$ cat config.mk
export PLATFORM = sky130hd
export DESIGN_NAME = tmc_mode_control
export DESIGN_NICKNAME = d
export VERILOG_FILES = /design/src/tmc_pkg.sv /design/src/tmc_mode_control.sv
export VERILOG_INCLUDE_DIRS = /design/src
export SDC_FILE = /design/constraint.sdc
export NUM_CORES = 1
export LEC_CHECK = 0
export BUFFER_PORTS_ARGS = -buffer_cell sky130_fd_sc_hd__buf_2
export CAP_MARGIN = 10
export CORE_MARGIN = 8
export CORE_UTILIZATION = 25
export CTS_CLUSTER_DIAMETER = 30
export DETAILED_ROUTE_END_ITERATION = 16
export GPL_TIMING_DRIVEN = 0
export PLACE_DENSITY = 0.47
export SETUP_SLACK_MARGIN = 0.02
export SYNTH_ARGS = -nofsm -noshare
export SYNTH_HDL_FRONTEND = slang
export SYNTH_SLANG_ARGS = --single-unit
export TNS_END_PERCENT = 10
$ cat constraint.sdc
create_clock -name i_sys_clk -period 2.85 [get_ports i_sys_clk]
set_input_delay 0.285 -clock i_sys_clk [delete_from_list [all_inputs] [get_ports i_sys_clk]]
set_output_delay 0.285 -clock i_sys_clk [all_outputs]
set_load 0.02 [all_outputs]
$ cat src/tmc_params.svh
/*
 * Register offsets, field positions, reset values and widths for the timer mode control.
 * Assumes it is included by its bare name from the design module and the test bench.
 */
`ifndef TMC_PARAMS_SVH
`define TMC_PARAMS_SVH

`define TMC_OFS_CTRL 8'h00
`define TMC_OFS_MASK 8'h0c
`define TMC_OFS_STAT 8'h10
`define TMC_OFS_EVGEN 8'h14
`define TMC_OFS_COUNT 8'h24
`define TMC_OFS_RELOAD 8'h2c
`define TMC_OFS_CMP 8'h34

`define TMC_CTRL_RESET 16'h0000
`define TMC_CTRL_WMASK 16'h03ff
`define TMC_RELOAD_RESET 16'hffff
`define TMC_BIT_RUN 0
`define TMC_BIT_DIR 4
`define TMC_BIT_SWUPD 0
`define TMC_ST_UPDATE 0
`define TMC_ST_COMPARE 1
`define TMC_ST_WIDTH 2
`define TMC_CNT_WIDTH 16

`endif

$ cat src/tmc_pkg.sv
/*
 * Types shared by the timer mode control: the control register layout and its modes.
 * Assumes tmc_params.svh is reachable on the include path.
 */
package tmc_pkg;
  typedef enum logic [1:0] {
    TMC_ALIGN_EDGE = 2'b00,
    TMC_ALIGN_DOWN = 2'b01,
    TMC_ALIGN_UP = 2'b10,
    TMC_ALIGN_BOTH = 2'b11
  } tmc_align_e;

  typedef struct packed {
    logic [5:0] reserved;
    logic [1:0] sampling_clock_divide;
    logic reload_buffer_enable;
    tmc_align_e alignment_select;
    logic count_direction;
    logic one_shot_enable;
    logic update_request_source_sel;
    logic update_disable_bit;
    logic counter_run_enable;
  } tmc_ctrl_s;
endpackage

$ cat src/tmc_mode_control.sv
/*
 * Timer counter with its first control register, reload buffering, compare flag
 * timing, sampling clock divider and an AXI4-Lite register slave.
 * Assumes one 40 MHz clock, an asynchronous active-low reset, and a slave-mode
 * update pulse and encoder-mode level coming from logic on the same clock.
 */
`timescale 1ns/1ps
`include "tmc_params.svh"

module tmc_mode_control #(
  parameter int CW = `TMC_CNT_WIDTH
) (
  input wire logic i_sys_clk,
  input wire logic i_reset_n,
  input wire logic i_slave_update,
  input wire logic i_encoder_mode,
  input wire logic [7:0] i_awaddr,
  input wire logic i_awvalid,
  output logic o_awready,
  input wire logic [31:0] i_wdata,
  input wire logic [3:0] i_wstrb,
  input wire logic i_wvalid,
  output logic o_wready,
  output logic [1:0] o_bresp,
  output logic o_bvalid,
  input wire logic i_bready,
  input wire logic [7:0] i_araddr,
  input wire logic i_arvalid,
  output logic o_arready,
  output logic [31:0] o_rdata,
  output logic [1:0] o_rresp,
  output logic o_rvalid,
  input wire logic i_rready,
  output logic o_irq,
  output logic o_update_event,
  output logic o_update_request,
  output logic o_compare_hit,
  output logic o_sample_tick,
  output logic o_counter_run
);
  tmc_pkg::tmc_ctrl_s ctrl_q;
  logic [CW-1:0] cnt_q;
  logic [CW-1:0] reload_buf_q;
  logic [CW-1:0] reload_act_q;
  logic [CW-1:0] cmp_q;
  logic [`TMC_ST_WIDTH-1:0] stat_q;
  logic [`TMC_ST_WIDTH-1:0] mask_q;
  logic [1:0] div_q;
  logic aw_got_q;
  logic w_got_q;
  logic [7:0] awaddr_q;
  logic [31:0] wdata_q;
  logic [3:0] wstrb_q;

  // Byte lanes merged into a 16-bit register.
  function automatic logic [15:0] merge16(input logic [15:0] old_v,
                                          input logic [31:0] new_v,
                                          input logic [3:0] strb);
    merge16 = {strb[1] ? new_v[15:8] : old_v[15:8], strb[0] ? new_v[7:0] : old_v[7:0]};
  endfunction

  // Last divider count for a divide code; the reserved code behaves as 4x.
  function automatic logic [1:0] div_last(input logic [1:0] code);
    case (code)
      2'b00: div_last = 2'h0;
      2'b01: div_last = 2'h1;
      default: div_last = 2'h3;
    endcase
  endfunction

  function automatic logic mapped(input logic [7:0] a);
    mapped = (a == `TMC_OFS_CTRL) || (a == `TMC_OFS_MASK) || (a == `TMC_OFS_STAT) ||
             (a == `TMC_OFS_EVGEN) || (a == `TMC_OFS_COUNT) || (a == `TMC_OFS_RELOAD) ||
             (a == `TMC_OFS_CMP);
  endfunction

  logic wr_fire, rd_fire, wr_ctrl, wr_cnt, wr_reload, sw_update, running, dir_down;
  logic centre, wrap, update_src, update_ev, update_req, reinit, cmp_dir_ok, cmp_hit;
  logic [CW-1:0] reload_next;
  logic [15:0] ctrl_wr;

  assign wr_fire = aw_got_q && w_got_q && !o_bvalid;
  assign rd_fire = i_arvalid && o_arready;
  assign wr_ctrl = wr_fire && (awaddr_q == `TMC_OFS_CTRL);
  assign wr_cnt = wr_fire && (awaddr_q == `TMC_OFS_COUNT);
  assign wr_reload = wr_fire && (awaddr_q == `TMC_OFS_RELOAD);
  assign sw_update = wr_fire && (awaddr_q == `TMC_OFS_EVGEN) && wstrb_q[0] &&
                     wdata_q[`TMC_BIT_SWUPD];
  assign running = ctrl_q.counter_run_enable;
  assign dir_down = ctrl_q.count_direction;
  assign centre = ctrl_q.alignment_select != tmc_pkg::TMC_ALIGN_EDGE;
  assign wrap = running && (dir_down ? (cnt_q == '0) : (cnt_q == reload_act_q));
  assign update_src = wrap || sw_update || i_slave_update;
  assign update_ev = !ctrl_q.update_disable_bit && update_src;
  assign update_req = !ctrl_q.update_disable_bit &&
                      (ctrl_q.update_request_source_sel ? wrap : update_src);
  assign reinit = update_ev && (sw_update || i_slave_update);
  assign reload_next = (ctrl_q.reload_buffer_enable && update_ev) ? reload_buf_q : reload_act_q;

  always_comb begin
    case (ctrl_q.alignment_select)
      tmc_pkg::TMC_ALIGN_DOWN: cmp_dir_ok = dir_down;
      tmc_pkg::TMC_ALIGN_UP: cmp_dir_ok = !dir_down;
      default: cmp_dir_ok = 1'b1;
    endcase
  end
  assign cmp_hit = running && (cnt_q == cmp_q) && cmp_dir_ok;

  assign ctrl_wr = merge16(ctrl_q, wdata_q, wstrb_q) & `TMC_CTRL_WMASK;

  // Control register: software writes, one-shot stop and centre direction turns.
  // A software write to the run bit loses to a one-shot stop in the same cycle.
  always_ff @(posedge i_sys_clk or negedge i_reset_n) begin
    if (!i_reset_n) begin
      ctrl_q <= `TMC_CTRL_RESET;
    end else begin
      if (wr_ctrl) begin
        ctrl_q <= ctrl_wr;
        if (centre || i_encoder_mode) begin
          ctrl_q.count_direction <= ctrl_q.count_direction;
        end
      end
      if (centre && wrap) begin
        ctrl_q.count_direction <= !dir_down;
      end
      if (ctrl_q.one_shot_enable && update_ev) begin
        ctrl_q.counter_run_enable <= 1'b0;
      end
    end
  end

  always_ff @(posedge i_sys_clk or negedge i_reset_n) begin
    if (!i_reset_n) begin
      cnt_q <= '0;
    end else if (reinit) begin
      cnt_q <= dir_down ? reload_next : '0;
    end else if (wr_cnt) begin
      cnt_q <= wdata_q[CW-1:0];
    end else if (running) begin
      if (wrap && !centre) begin
        cnt_q <= dir_down ? reload_next : '0;
      end else if (wrap) begin
        cnt_q <= dir_down ? cnt_q + 1'b1 : cnt_q - 1'b1;
      end else begin
        cnt_q <= dir_down ? cnt_q - 1'b1 : cnt_q + 1'b1;
      end
    end
  end

  always_ff @(posedge i_sys_clk or negedge i_reset_n) begin
    if (!i_reset_n) begin
      reload_buf_q <= `TMC_RELOAD_RESET;
      reload_act_q <= `TMC_RELOAD_RESET;
    end else begin
      if (wr_reload) begin
        reload_buf_q <= wdata_q[CW-1:0];
      end
      if (wr_reload && !ctrl_q.reload_buffer_enable) begin
        reload_act_q <= wdata_q[CW-1:0];
      end else begin
        reload_act_q <= reload_next;
      end
    end
  end

  always_ff @(posedge i_sys_clk or negedge i_reset_n) begin
    if (!i_reset_n) begin
      cmp_q <= '0;
      mask_q <= '0;
    end else if (wr_fire) begin
      if (awaddr_q == `TMC_OFS_CMP) begin
        cmp_q <= wdata_q[CW-1:0];
      end
      if (awaddr_q == `TMC_OFS_MASK && wstrb_q[0]) begin
        mask_q <= wdata_q[`TMC_ST_WIDTH-1:0];
      end
    end
  end

  // Sticky status: a new event in the clearing cycle survives the clear.
  always_ff @(posedge i_sys_clk or negedge i_reset_n) begin
    if (!i_reset_n) begin
      stat_q <= '0;
    end else begin
      for (int i = 0; i < `TMC_ST_WIDTH; i++) begin
        if (wr_fire && awaddr_q == `TMC_OFS_STAT && wstrb_q[0] && wdata_q[i]) begin
          stat_q[i] <= 1'b0;
        end
      end
      if (update_req) begin
        stat_q[`TMC_ST_UPDATE] <= 1'b1;
      end
      if (cmp_hit) begin
        stat_q[`TMC_ST_COMPARE] <= 1'b1;
      end
    end
  end

  always_ff @(posedge i_sys_clk or negedge i_reset_n) begin
    if (!i_reset_n) begin
      div_q <= 2'h0;
      o_sample_tick <= 1'b0;
    end else if (div_q >= div_last(ctrl_q.sampling_clock_divide)) begin
      div_q <= 2'h0;
      o_sample_tick <= 1'b1;
    end else begin
      div_q <= div_q + 2'h1;
      o_sample_tick <= 1'b0;
    end
  end

  always_ff @(posedge i_sys_clk or negedge i_reset_n) begin
    if (!i_reset_n) begin
      o_irq <= 1'b0;
      o_update_event <= 1'b0;
      o_update_request <= 1'b0;
      o_compare_hit <= 1'b0;
      o_counter_run <= 1'b0;
    end else begin
      o_irq <= |(stat_q & mask_q);
      o_update_event <= update_ev;
      o_update_request <= update_req;
      o_compare_hit <= cmp_hit;
      o_counter_run <= running;
    end
  end

  // Write channels are taken in either order; the response waits for both.
  always_ff @(posedge i_sys_clk or negedge i_reset_n) begin
    if (!i_reset_n) begin
      aw_got_q <= 1'b0;
      w_got_q <= 1'b0;
      awaddr_q <= 8'h00;
      wdata_q <= 32'h0000_0000;
      wstrb_q <= 4'h0;
      o_bvalid <= 1'b0;
      o_bresp <= 2'h0;
      o_awready <= 1'b1;
      o_wready <= 1'b1;
    end else begin
      if (i_awvalid && o_awready) begin
        aw_got_q <= 1'b1;
        o_awready <= 1'b0;
        awaddr_q <= {i_awaddr[7:2], 2'b00};
      end
      if (i_wvalid && o_wready) begin
        w_got_q <= 1'b1;
        o_wready <= 1'b0;
        wdata_q <= i_wdata;
        wstrb_q <= i_wstrb;
      end
      if (wr_fire) begin
        aw_got_q <= 1'b0;
        w_got_q <= 1'b0;
        o_bvalid <= 1'b1;
        o_bresp <= mapped(awaddr_q) ? 2'h0 : 2'h2;
      end else if (o_bvalid && i_bready) begin
        o_bvalid <= 1'b0;
        o_awready <= 1'b1;
        o_wready <= 1'b1;
      end
    end
  end

  always_ff @(posedge i_sys_clk or negedge i_reset_n) begin
    if (!i_reset_n) begin
      o_arready <= 1'b1;
      o_rvalid <= 1'b0;
      o_rdata <= 32'h0000_0000;
      o_rresp <= 2'h0;
    end else if (rd_fire) begin
      o_arready <= 1'b0;
      o_rvalid <= 1'b1;
      o_rresp <= mapped({i_araddr[7:2], 2'b00}) ? 2'h0 : 2'h2;
      case ({i_araddr[7:2], 2'b00})
        `TMC_OFS_CTRL: o_rdata <= {16'h0000, ctrl_q};
        `TMC_OFS_MASK: o_rdata <= {{(32-`TMC_ST_WIDTH){1'b0}}, mask_q};
        `TMC_OFS_STAT: o_rdata <= {{(32-`TMC_ST_WIDTH){1'b0}}, stat_q};
        `TMC_OFS_COUNT: o_rdata <= {{(32-CW){1'b0}}, cnt_q};
        `TMC_OFS_RELOAD: o_rdata <= {{(32-CW){1'b0}}, reload_buf_q};
        `TMC_OFS_CMP: o_rdata <= {{(32-CW){1'b0}}, cmp_q};
        default: o_rdata <= 32'h0000_0000;
      endcase
    end else if (o_rvalid && i_rready) begin
      o_rvalid <= 1'b0;
      o_arready <= 1'b1;
    end
  end
endmodule // tmc_mode_control

==> results of run 1 <==
## cells in the final DEF, fill, tap and decap left out, types with 17 or more instances in the layout
cell       count
dfstp_2       35
a21oi_1       47
nor2_1        66
conb_1        18
dfrtp_1      100
buf_2         67
inv_1         17
o21ai_0       29
mux2_2        76
clkbuf_1      28
xnor2_1       37
nand3_1       17
buf_4         31
clkbuf_16     17
mux2i_1       22
nand2_1       60
## per-stage QoR
step / worst slack, ns / power, W / utilization (%) / area (um2)
finish: 0.0685 / 0.00930 / 31.1 / 9580
global route: -0.0908 / 0.00983 / 31.1 / 9580
CTS: 0.0118 / 0.00923 / 30.8 / 9470
detailed placement: -0.436 / 0.00673 / 28.4 / 8740
global placement: -0.594 / 0.00671 / 28.3 / 8710
floorplan: 0.338 / 0.00554 / - / 7890
## logic make-up after synthesis
group           after synthesis
compound gates              170
other cells                   1
fa+ha+maj                     8
xor+xnor                     49
flops                       135
simple gates                223
buf+inv                      85
mux                         101
## timing repair
item                                    CTS  global route
buffers inserted                          4             5
endpoints found under the setup margin   29            26
hold buffers                              1             0
endpoints found under the hold margin    27             0
resized for setup                        13            18
pin swaps                                 1             3
## routing by layer
| metal | share of wire (%) | GRT usage (%) |
|---|---|---|
| met1 | 46 | 17.8 |
| met2 | 47 | 22.6 |
| met3 | 4.2 | 2.53 |
| met4 | 3.1 | 5.71 |
| met5 | 0 | 0 |
## registers in the layout, summed over array words and instances (netlist names), 2 cells and up
register,flops
wdata_q,16
o_rdata,16
ctrl_q,8
reload_buf_q,16
mask_q,2
cnt_q,16
cmp_q,16
div_q,2
reload_act_q,16
stat_q,2
awaddr_q,6
wstrb_q,2
## cell type report
type	instances	share of cell area, %
inverters	19	0.745
clock inverters	13	2.13
clock buffers	18	4.48
plain buffers	66	4.14
multi-input cells	569	43.0
flip-flops and latches	135	35.7
well taps	396	5.17
repair buffers	76	4.56
## worst max-delay path: stages (launching register included)
cell	delay, ns
dfrtp_1	0.44
buf_1	0.44
and3_1	0.31
nand4_1	0.19
nor2_1	0.22
mux2_2	0.36
nand2_1	0.06
o2111a_1	0.21
o211ai_1	0.09
a221o_1	0.33
## power breakdown
part | switching, W | internal (W) | leakage (nW) | total, W
sequential | 0.000645 | 0.00257 | 1.65 | 0.00321
combinational | 0.00213 | 0.00155 | 2.10 | 0.00367
clock | 0.000869 | 0.00154 | 0.298 | 0.00241
total | 0.00364 | 0.00566 | 4.05 | 0.00930
## final timing paths
path                           start            end  slack (ns)  cells after the start
max                         cnt_q[6]      cnt_q[13]        0.07                      9
min in group asynchronous  i_reset_n    wdata_q[12]        0.37                      2
max in group asynchronous  i_reset_n      o_awready        1.64                      3
max reg2reg                 cnt_q[6]      cnt_q[13]        0.07                      9
min                         i_wvalid       o_wready        0.02                      2
min reg2reg                  running  o_counter_run        0.38                      0
==> qor.txt, run 1 <==
Final setup fails: 0
PD cells: 971 nW/um2
Die X: 193 um
Max capacitance violation total: 0
HPWL after DPL: 19100 um
Post-synthesis instance total: 772
Fmax: 360 MHz
DR vias/cell: 4.97
Main synth FF type: dfrtp_1
Critical Path AT: 3.08 ns
Mean Syn Cell Area: 10.1 um2
Tot GR Track Use: 13.8%
Vias in the first global route: 6549
Post-Synth Simple-Gate Area: 14.3%
Worst Hold Class: in -> reg
EDFF count, synth: 0
Worst setup EP type: register
Post-Synth Adder-Cell Area: 1.28%
Antenna violations before repair: 0
Final period util: 97.6%
Worst hold margin: 0.0181 ns
Cell Count, Final, Fillers Out: 1292
Total gr overflow: 0
Std cell rows: 64
Full die area: 37200 um2
GP Congestion: 0.835
RSZ-0062 raised after global routing: true
Mapped cell area: 7830 um2
Total Wirelength: 25200 um
Yosys top cell area share: 32.0%
Worst-path maximum fanout: 10
Buffers on Ports: 65
Initial Util: 25.4%
Xor/xnor share of the synthesized area: 5.48%
Cell taking the most area after synthesis: dfrtp_1
Detail Route Antenna Nets: 0
Reg clk slew, reported paths: 0.06 ns
Peak VDD IR: 0.467 mV
CTS tree: yes
Setup Crit Path Kind: reg -> reg
Most common cell in the netlist: dfrtp_1
# fillers: 3250
Setup tns final: 0 ns
Max Root-Sink Buffers: 2
Die height: 193 um
Syn. warnings: 0
DRC: 0
Slew headroom: 20.0%
Largest net degree at the start of global routing: 92
Slew @ Worst Pin: 1.19 ns
H-tree depth: 4
Iter 0 DRT Violations: 648
Distinct cell type count after synthesis: 71
First-pass GRT wire length: 39100 um
Post-synthesis mux area share: 14.1%
Core Box Area: 30700 um2
Clock Tree Root: clkbuf_16
#FFs+latches synth: 135
Leak: 4.05 nW
Clk_lat worst skew: 0.42 ns
Layout area overhead: 22.4%
Avg WL per Cell: 19.5 um
Sequential cell area: 3420 um2
Layout cell share with drive strength beyond 1: 32.0%
Main combinational cell family by area after synthesis: compound AO/OA/AOI/OAI gates
Sink Count: 135
Fin. max-slew vios: 0
TritonRoute pass-1 iters: 6
Crit path required time: 3.15 ns
Tmin final: 2.78 ns
Synth top area cells: dfrtp_1, dfstp_2, mux2_2
CTS Buf Count: 17
Placed cells: 1251
Via count: 6426
I/O pin cnt: 108
Layout Nets: 953
Outcome: finished clean
Final hold violation count: 0
FFs w/ async S/R, synth: 100%
Final Skew: 0.00482 ns
Multi-input gate area: 4120 um2
Seq/Total Area, Yosys: 43.7%
Complex-gate fraction of the synthesized area: 15.1%
Top post-synthesis cells by count: dfrtp_1, mux2_2, nor2_1
Ant. Diodes: 0
CP startpoint kind: register
Power figures use the tool's default switching activity.
==> run 2: changes to the inputs <==
Settings changed: CORE_UTILIZATION 25 to 47, PLACE_DENSITY 0.47 to 0.73.
==> run 2 against run 1 <==
- design area fell by 2.0%
- flip-flop and latch count is the same
- clock power decreased by 10%
- largest power group unchanged
- highest routed layer unchanged
==> qor.txt, run 2 (synthesis results as in run 1) <==
Tot GR Track Use: 21.0%
TritonRoute pass-1 iters: 8
Total power draw: 0.00911 W
Min-delay src: i_awvalid
Fmax: 366 MHz
Max Root-Sink Buffers: 2
Die height: 145 um
First-pass GRT wire length: 35800 um
Final setup fails: 0
Outcome: finished clean
PD cells: 970 nW/um2
Crit-path most repeated cell: nand2_1
Iter 0 DRT Violations: 742
Std cell rows: 47
H-tree depth: 4
Final Skew: 0.0101 ns
Sink Count: 135
Via count: 6596
CP peak stage delay: 0.53 ns
Slew headroom: 14.8%
Avg WL per Cell: 20.0 um
Initial Util: 47.7%
Ant. Diodes: 0
Total Wirelength: 22400 um
Worst reg2reg path startpoint: o_bvalid
GP Congestion: 0.897
Final period util: 96.0%
Min-Delay Path Depth: 2
Vias in the first global route: 6577
Core Box Area: 16400 um2
Clk_lat worst skew: 0.42 ns
Critical path buffers and inverters: 0
Reg-to-reg setup timing slack: 0.12 ns
Post-route worst setup slack: 0.115 ns
Fin. max-slew vios: 0
Largest net degree at the start of global routing: 74
Cell Count, Final, Fillers Out: 1121
Crit path required time: 3.15 ns
Commonest non-fill, non-tap cell in the layout: dfrtp_1
Layout area overhead: 20.0%
Worst-path maximum fanout: 8
Final hold violation count: 0
Worst path slowest cell: nand2_1
WP depth: 8
Reg clk slew, reported paths: 0.06 ns
Commonest cells after routing, fill and taps aside: dfrtp_1, mux2_2, buf_2
Antenna violations before repair: 0
FF-to-FF End: cnt_q[8]
Full die area: 21000 um2
DR vias/cell: 5.88
DRC: 0
RSZ-0062 raised after global routing: true
Detail Route Antenna Nets: 0
CP startpoint kind: register
Final Cell Area: 9390 um2
Layout Nets: 957
Peak VDD IR: 0.576 mV
Critical Path AT: 3.03 ns
Placed cells: 1075
Tmin final: 2.73 ns
HPWL after DPL: 16200 um
Setup tns final: 0 ns
I/O pin cnt: 108
Clock Tree Root: clkbuf_16
Layout cell share with drive strength beyond 1: 32.3%
Slew @ Worst Pin: 1.27 ns
Die X: 145 um
Dpl ws: -0.310 ns
Buffers on Ports: 65
Register-to-Register Path Depth: 8
CTS tree: yes
Hold EP: o_awready
Total gr overflow: 0
Max capacitance violation total: 0
Post-DP Area: 8520 um2
CP delay by family, top: simple AND/OR/NAND/NOR gates
Critical path, cell by cell: nand3b_1 -> nor3_4 -> nand3_1 -> nand2_1 -> nand2_1 -> nand2_1 -> o21ai_0 -> a221o_1
Worst setup EP type: register
Setup Crit Path Kind: reg -> reg
Leak: 4.05 nW
Worst Hold Class: in -> reg
CTS Buf Count: 17
-- run 2: cell count changes in the layout (fill, tap and decap cells not counted), sizes merged --
| cell | before | now |
|---|---|---|
| bufinv | 5 | 2 |
| inv | 20 | 21 |
| clkbuf | 50 | 54 |
| buf | 109 | 112 |
-- run 2: repair_timing --
item / CTS / global route
setup endpoints to repair: 27 / 31
hold endpoints to repair: 59 / 0
setup buffers: 7 / 6
cloned: 0 / 0
hold buffers: 1 / 0
pin swaps: 1 / 7
resized for setup: 12 / 28
-- run 2: worst max path at each step --
stage	startpoint	endpoint	slack, ns
final	o_bvalid	cnt_q[8]	0.12
after global routing	o_bvalid	cnt_q[13]	-0.04
after CTS	cnt_q[0]	cnt_q[11]	0.02
after detailed placement	cnt_q[0]	cnt_q[11]	-0.31
after global placement	i_reset_n	dir_down	-0.34
after floorplan	cnt_q[0]	cnt_q[13]	0.34
-- run 2: final cells by class --
class / instances / area [um2]
Buffer: 66 / 408
Clock buffer: 21 / 460
Clock inverter: 11 / 123
Fill cell: 1369 / 7020
Inverter: 19 / 76.3
Multi-Input combinational cell: 569 / 4160
Sequential cell: 135 / 3420
Tap cell: 220 / 275
Timing Repair Buffer: 80 / 467
-- run 2: worst register-to-register path, delay by kind of cell (launching register included) --
kind	cells	cell delay (ns)
and+or+nand+nor	6	1.81
DFF	1	0.43
AOI/OAI and AO/OA	2	0.39
-- run 2: metrics by stage --
stage,hold WS [ns],utilization [%]
after floorplan,-0.0106,-
final,0.0235,57.2
after CTS,0.0164,56.1
after global placement,0.360,51.7
after detailed placement,0.348,51.9
after global routing,0.0161,57.2
-- run 2: metal layers --
metal	GRT usage (%)	vias to the layer above	wire, um
met1	26.2	3195	9540
met4	11.4	0	978
li1	-	3000	-
met2	34.1	323	10400
met3	3.92	78	1510
met5	0	-	0
-- run 2: report_power, final --
group | internal, W | switching (W) | leakage (nW)
clock | 0.00133 | 0.000840 | 0.276
sequential | 0.00257 | 0.000620 | 1.65
combinational | 0.00161 | 0.00214 | 2.12
total | 0.00551 | 0.00360 | 4.05
==> run 3: changes to the inputs <==
Settings changed: CORE_MARGIN 8 to 2, GPL_ROUTABILITY_DRIVEN from default to 0, GPL_TIMING_DRIVEN 0 to default.
==> run 3 against run 2 <==
- sequential share of layout area increased by 0.70 points
- clock-buffer cell count is 3 lower
- register-to-register slack gained 0.04 ns
- via count fell by 2.6%
- final cell count down 1.6%
- die area shrank 16%
- critical path type unchanged
==> qor.txt, run 3 (synthesis results as in run 1) <==
Outcome: finished clean
Total Wirelength: 21100 um
CTS Buf Count: 17
Setup tns final: 0 ns
Total power draw: 0.00908 W
Met2 WL: 9890 um
Cell Count, Final, Fillers Out: 1103
Std cell rows: 47
Placed cells: 1068
TritonRoute pass-1 iters: 6
DRT met1 WL: 9100 um
Peak VDD IR: 0.550 mV
Setup Crit Path Kind: reg -> reg
Layout area overhead: 17.7%
Met3 wire length: 1410 um
PD cells: 986 nW/um2
DR vias/cell: 5.82
Worst path slowest cell: dfrtp_1
Final hold violation count: 0
Layout Nets: 939
Dpl ws: 0.150 ns
Critical path buffers and inverters: 2
Critical path, cell by cell: inv_1 -> ha_1 -> nor4b_1 -> nand4_1 -> nor3_1 -> o31a_1 -> buf_4 -> mux2_2 -> a211oi_1 -> o31ai_1
Via count: 6423
Min-delay src: i_wvalid
Die X: 133 um
I/O pin cnt: 108
Commonest cells after routing, fill and taps aside: dfrtp_1, mux2_2, nor2_1
Iter 0 DRT Violations: 613
Max capacitance violation total: 0
Slew headroom: 35.8%
Tmin final: 2.70 ns
First-pass GRT wire length: 34400 um
Vias in the first global route: 6381
Worst reg2reg path startpoint: cnt_q[0]
H-tree depth: 4
RSZ-0062 raised after global routing: false
CP startpoint kind: register
Clock Tree Root: clkbuf_16
CP delay by family, top: simple AND/OR/NAND/NOR gates
Worst Hold Class: in -> reg
Worst hold margin: 0.00494 ns
Max Root-Sink Buffers: 2
Crit path required time: 3.16 ns
CP peak stage delay: 0.37 ns
Detail Route Antenna Nets: 0
Full die area: 17700 um2
Final period util: 94.6%
Fmax: 371 MHz
Sink Count: 135
Ant. Diodes: 0
Layout cell share with drive strength beyond 1: 32.7%
Max Used Layer: met4
DRC: 0
Avg WL per Cell: 19.1 um
Largest net degree at the start of global routing: 62
Core Box Area: 16400 um2
Reg-to-reg setup timing slack: 0.15 ns
Clk_lat worst skew: 0.43 ns
Final Skew: 0.00627 ns
Worst-path maximum fanout: 7
Antenna violations before repair: 0
Initial Util: 47.7%
Buffers on Ports: 67
Min-Delay Path Depth: 2
Fin. max-slew vios: 0
Reg clk slew, reported paths: 0.06 ns
FF-to-FF End: cnt_q[3]
Hold EP: o_wready
CTS tree: yes
Total gr overflow: 0
Worst setup EP type: register
Leak: 4.04 nW
Post-route worst setup slack: 0.154 ns
Critical Path AT: 3.01 ns
HPWL after DPL: 15200 um
Register-to-Register Path Depth: 10
Slew @ Worst Pin: 0.960 ns
Die height: 133 um
Final setup fails: 0
Commonest non-fill, non-tap cell in the layout: dfrtp_1
Tot GR Track Use: 24.9%
run 3: layout make-up:
cell class,count,area (um2)
fillers,1386,7200
multi-input cells,569,4020
flip-flops and latches,135,3420
repair buffers,128,827
clock buffers,18,429
well taps,220,275
clock inverters,14,166
inverters,19,71.3
run 3: worst max path at each step:
stage	from	endpoint	cells past startpoint
after floorplan	cnt_q[0]	cnt_q[13]	11
after global placement	cnt_q[3]	cnt_q[13]	8
after detailed placement	cnt_q[0]	cnt_q[13]	10
after CTS	cnt_q[0]	cnt_q[13]	10
after global routing	cnt_q[0]	cnt_q[13]	10
final	cnt_q[0]	cnt_q[3]	10
run 3: stage by stage:
stage	util (%)	area [um2]
2_1_floorplan	-	7890
3_3_place_gp	52.3	8580
3_5_place_dp	52.3	8580
4_1_cts	56.0	9180
5_1_grt	56.1	9210
6_report	56.1	9210
run 3: per-layer routing:
layer	global-route usage (%)	vias up
li1	-	2955
met1	33.5	3139
met2	39.9	282
met3	4.33	47
met4	10.5	0
met5	0	-
run 3: repair_timing:
action | 4_1_cts | 5_1_grt
hold buffers | 1 | 0
endpoints found under the hold margin | 38 | 0
setup endpoints to repair | 0 | 1
resized for setup | 0 | 2
setup buffers | 0 | 2
run 3: power breakdown:
| part | switching [W] | internal, W | total, W |
|---|---|---|---|
| combinational | 0.00193 | 0.00162 | 0.00356 |
| clock | 0.000924 | 0.00131 | 0.00224 |
| sequential | 0.000716 | 0.00257 | 0.00328 |
| total | 0.00357 | 0.00551 | 0.00908 |
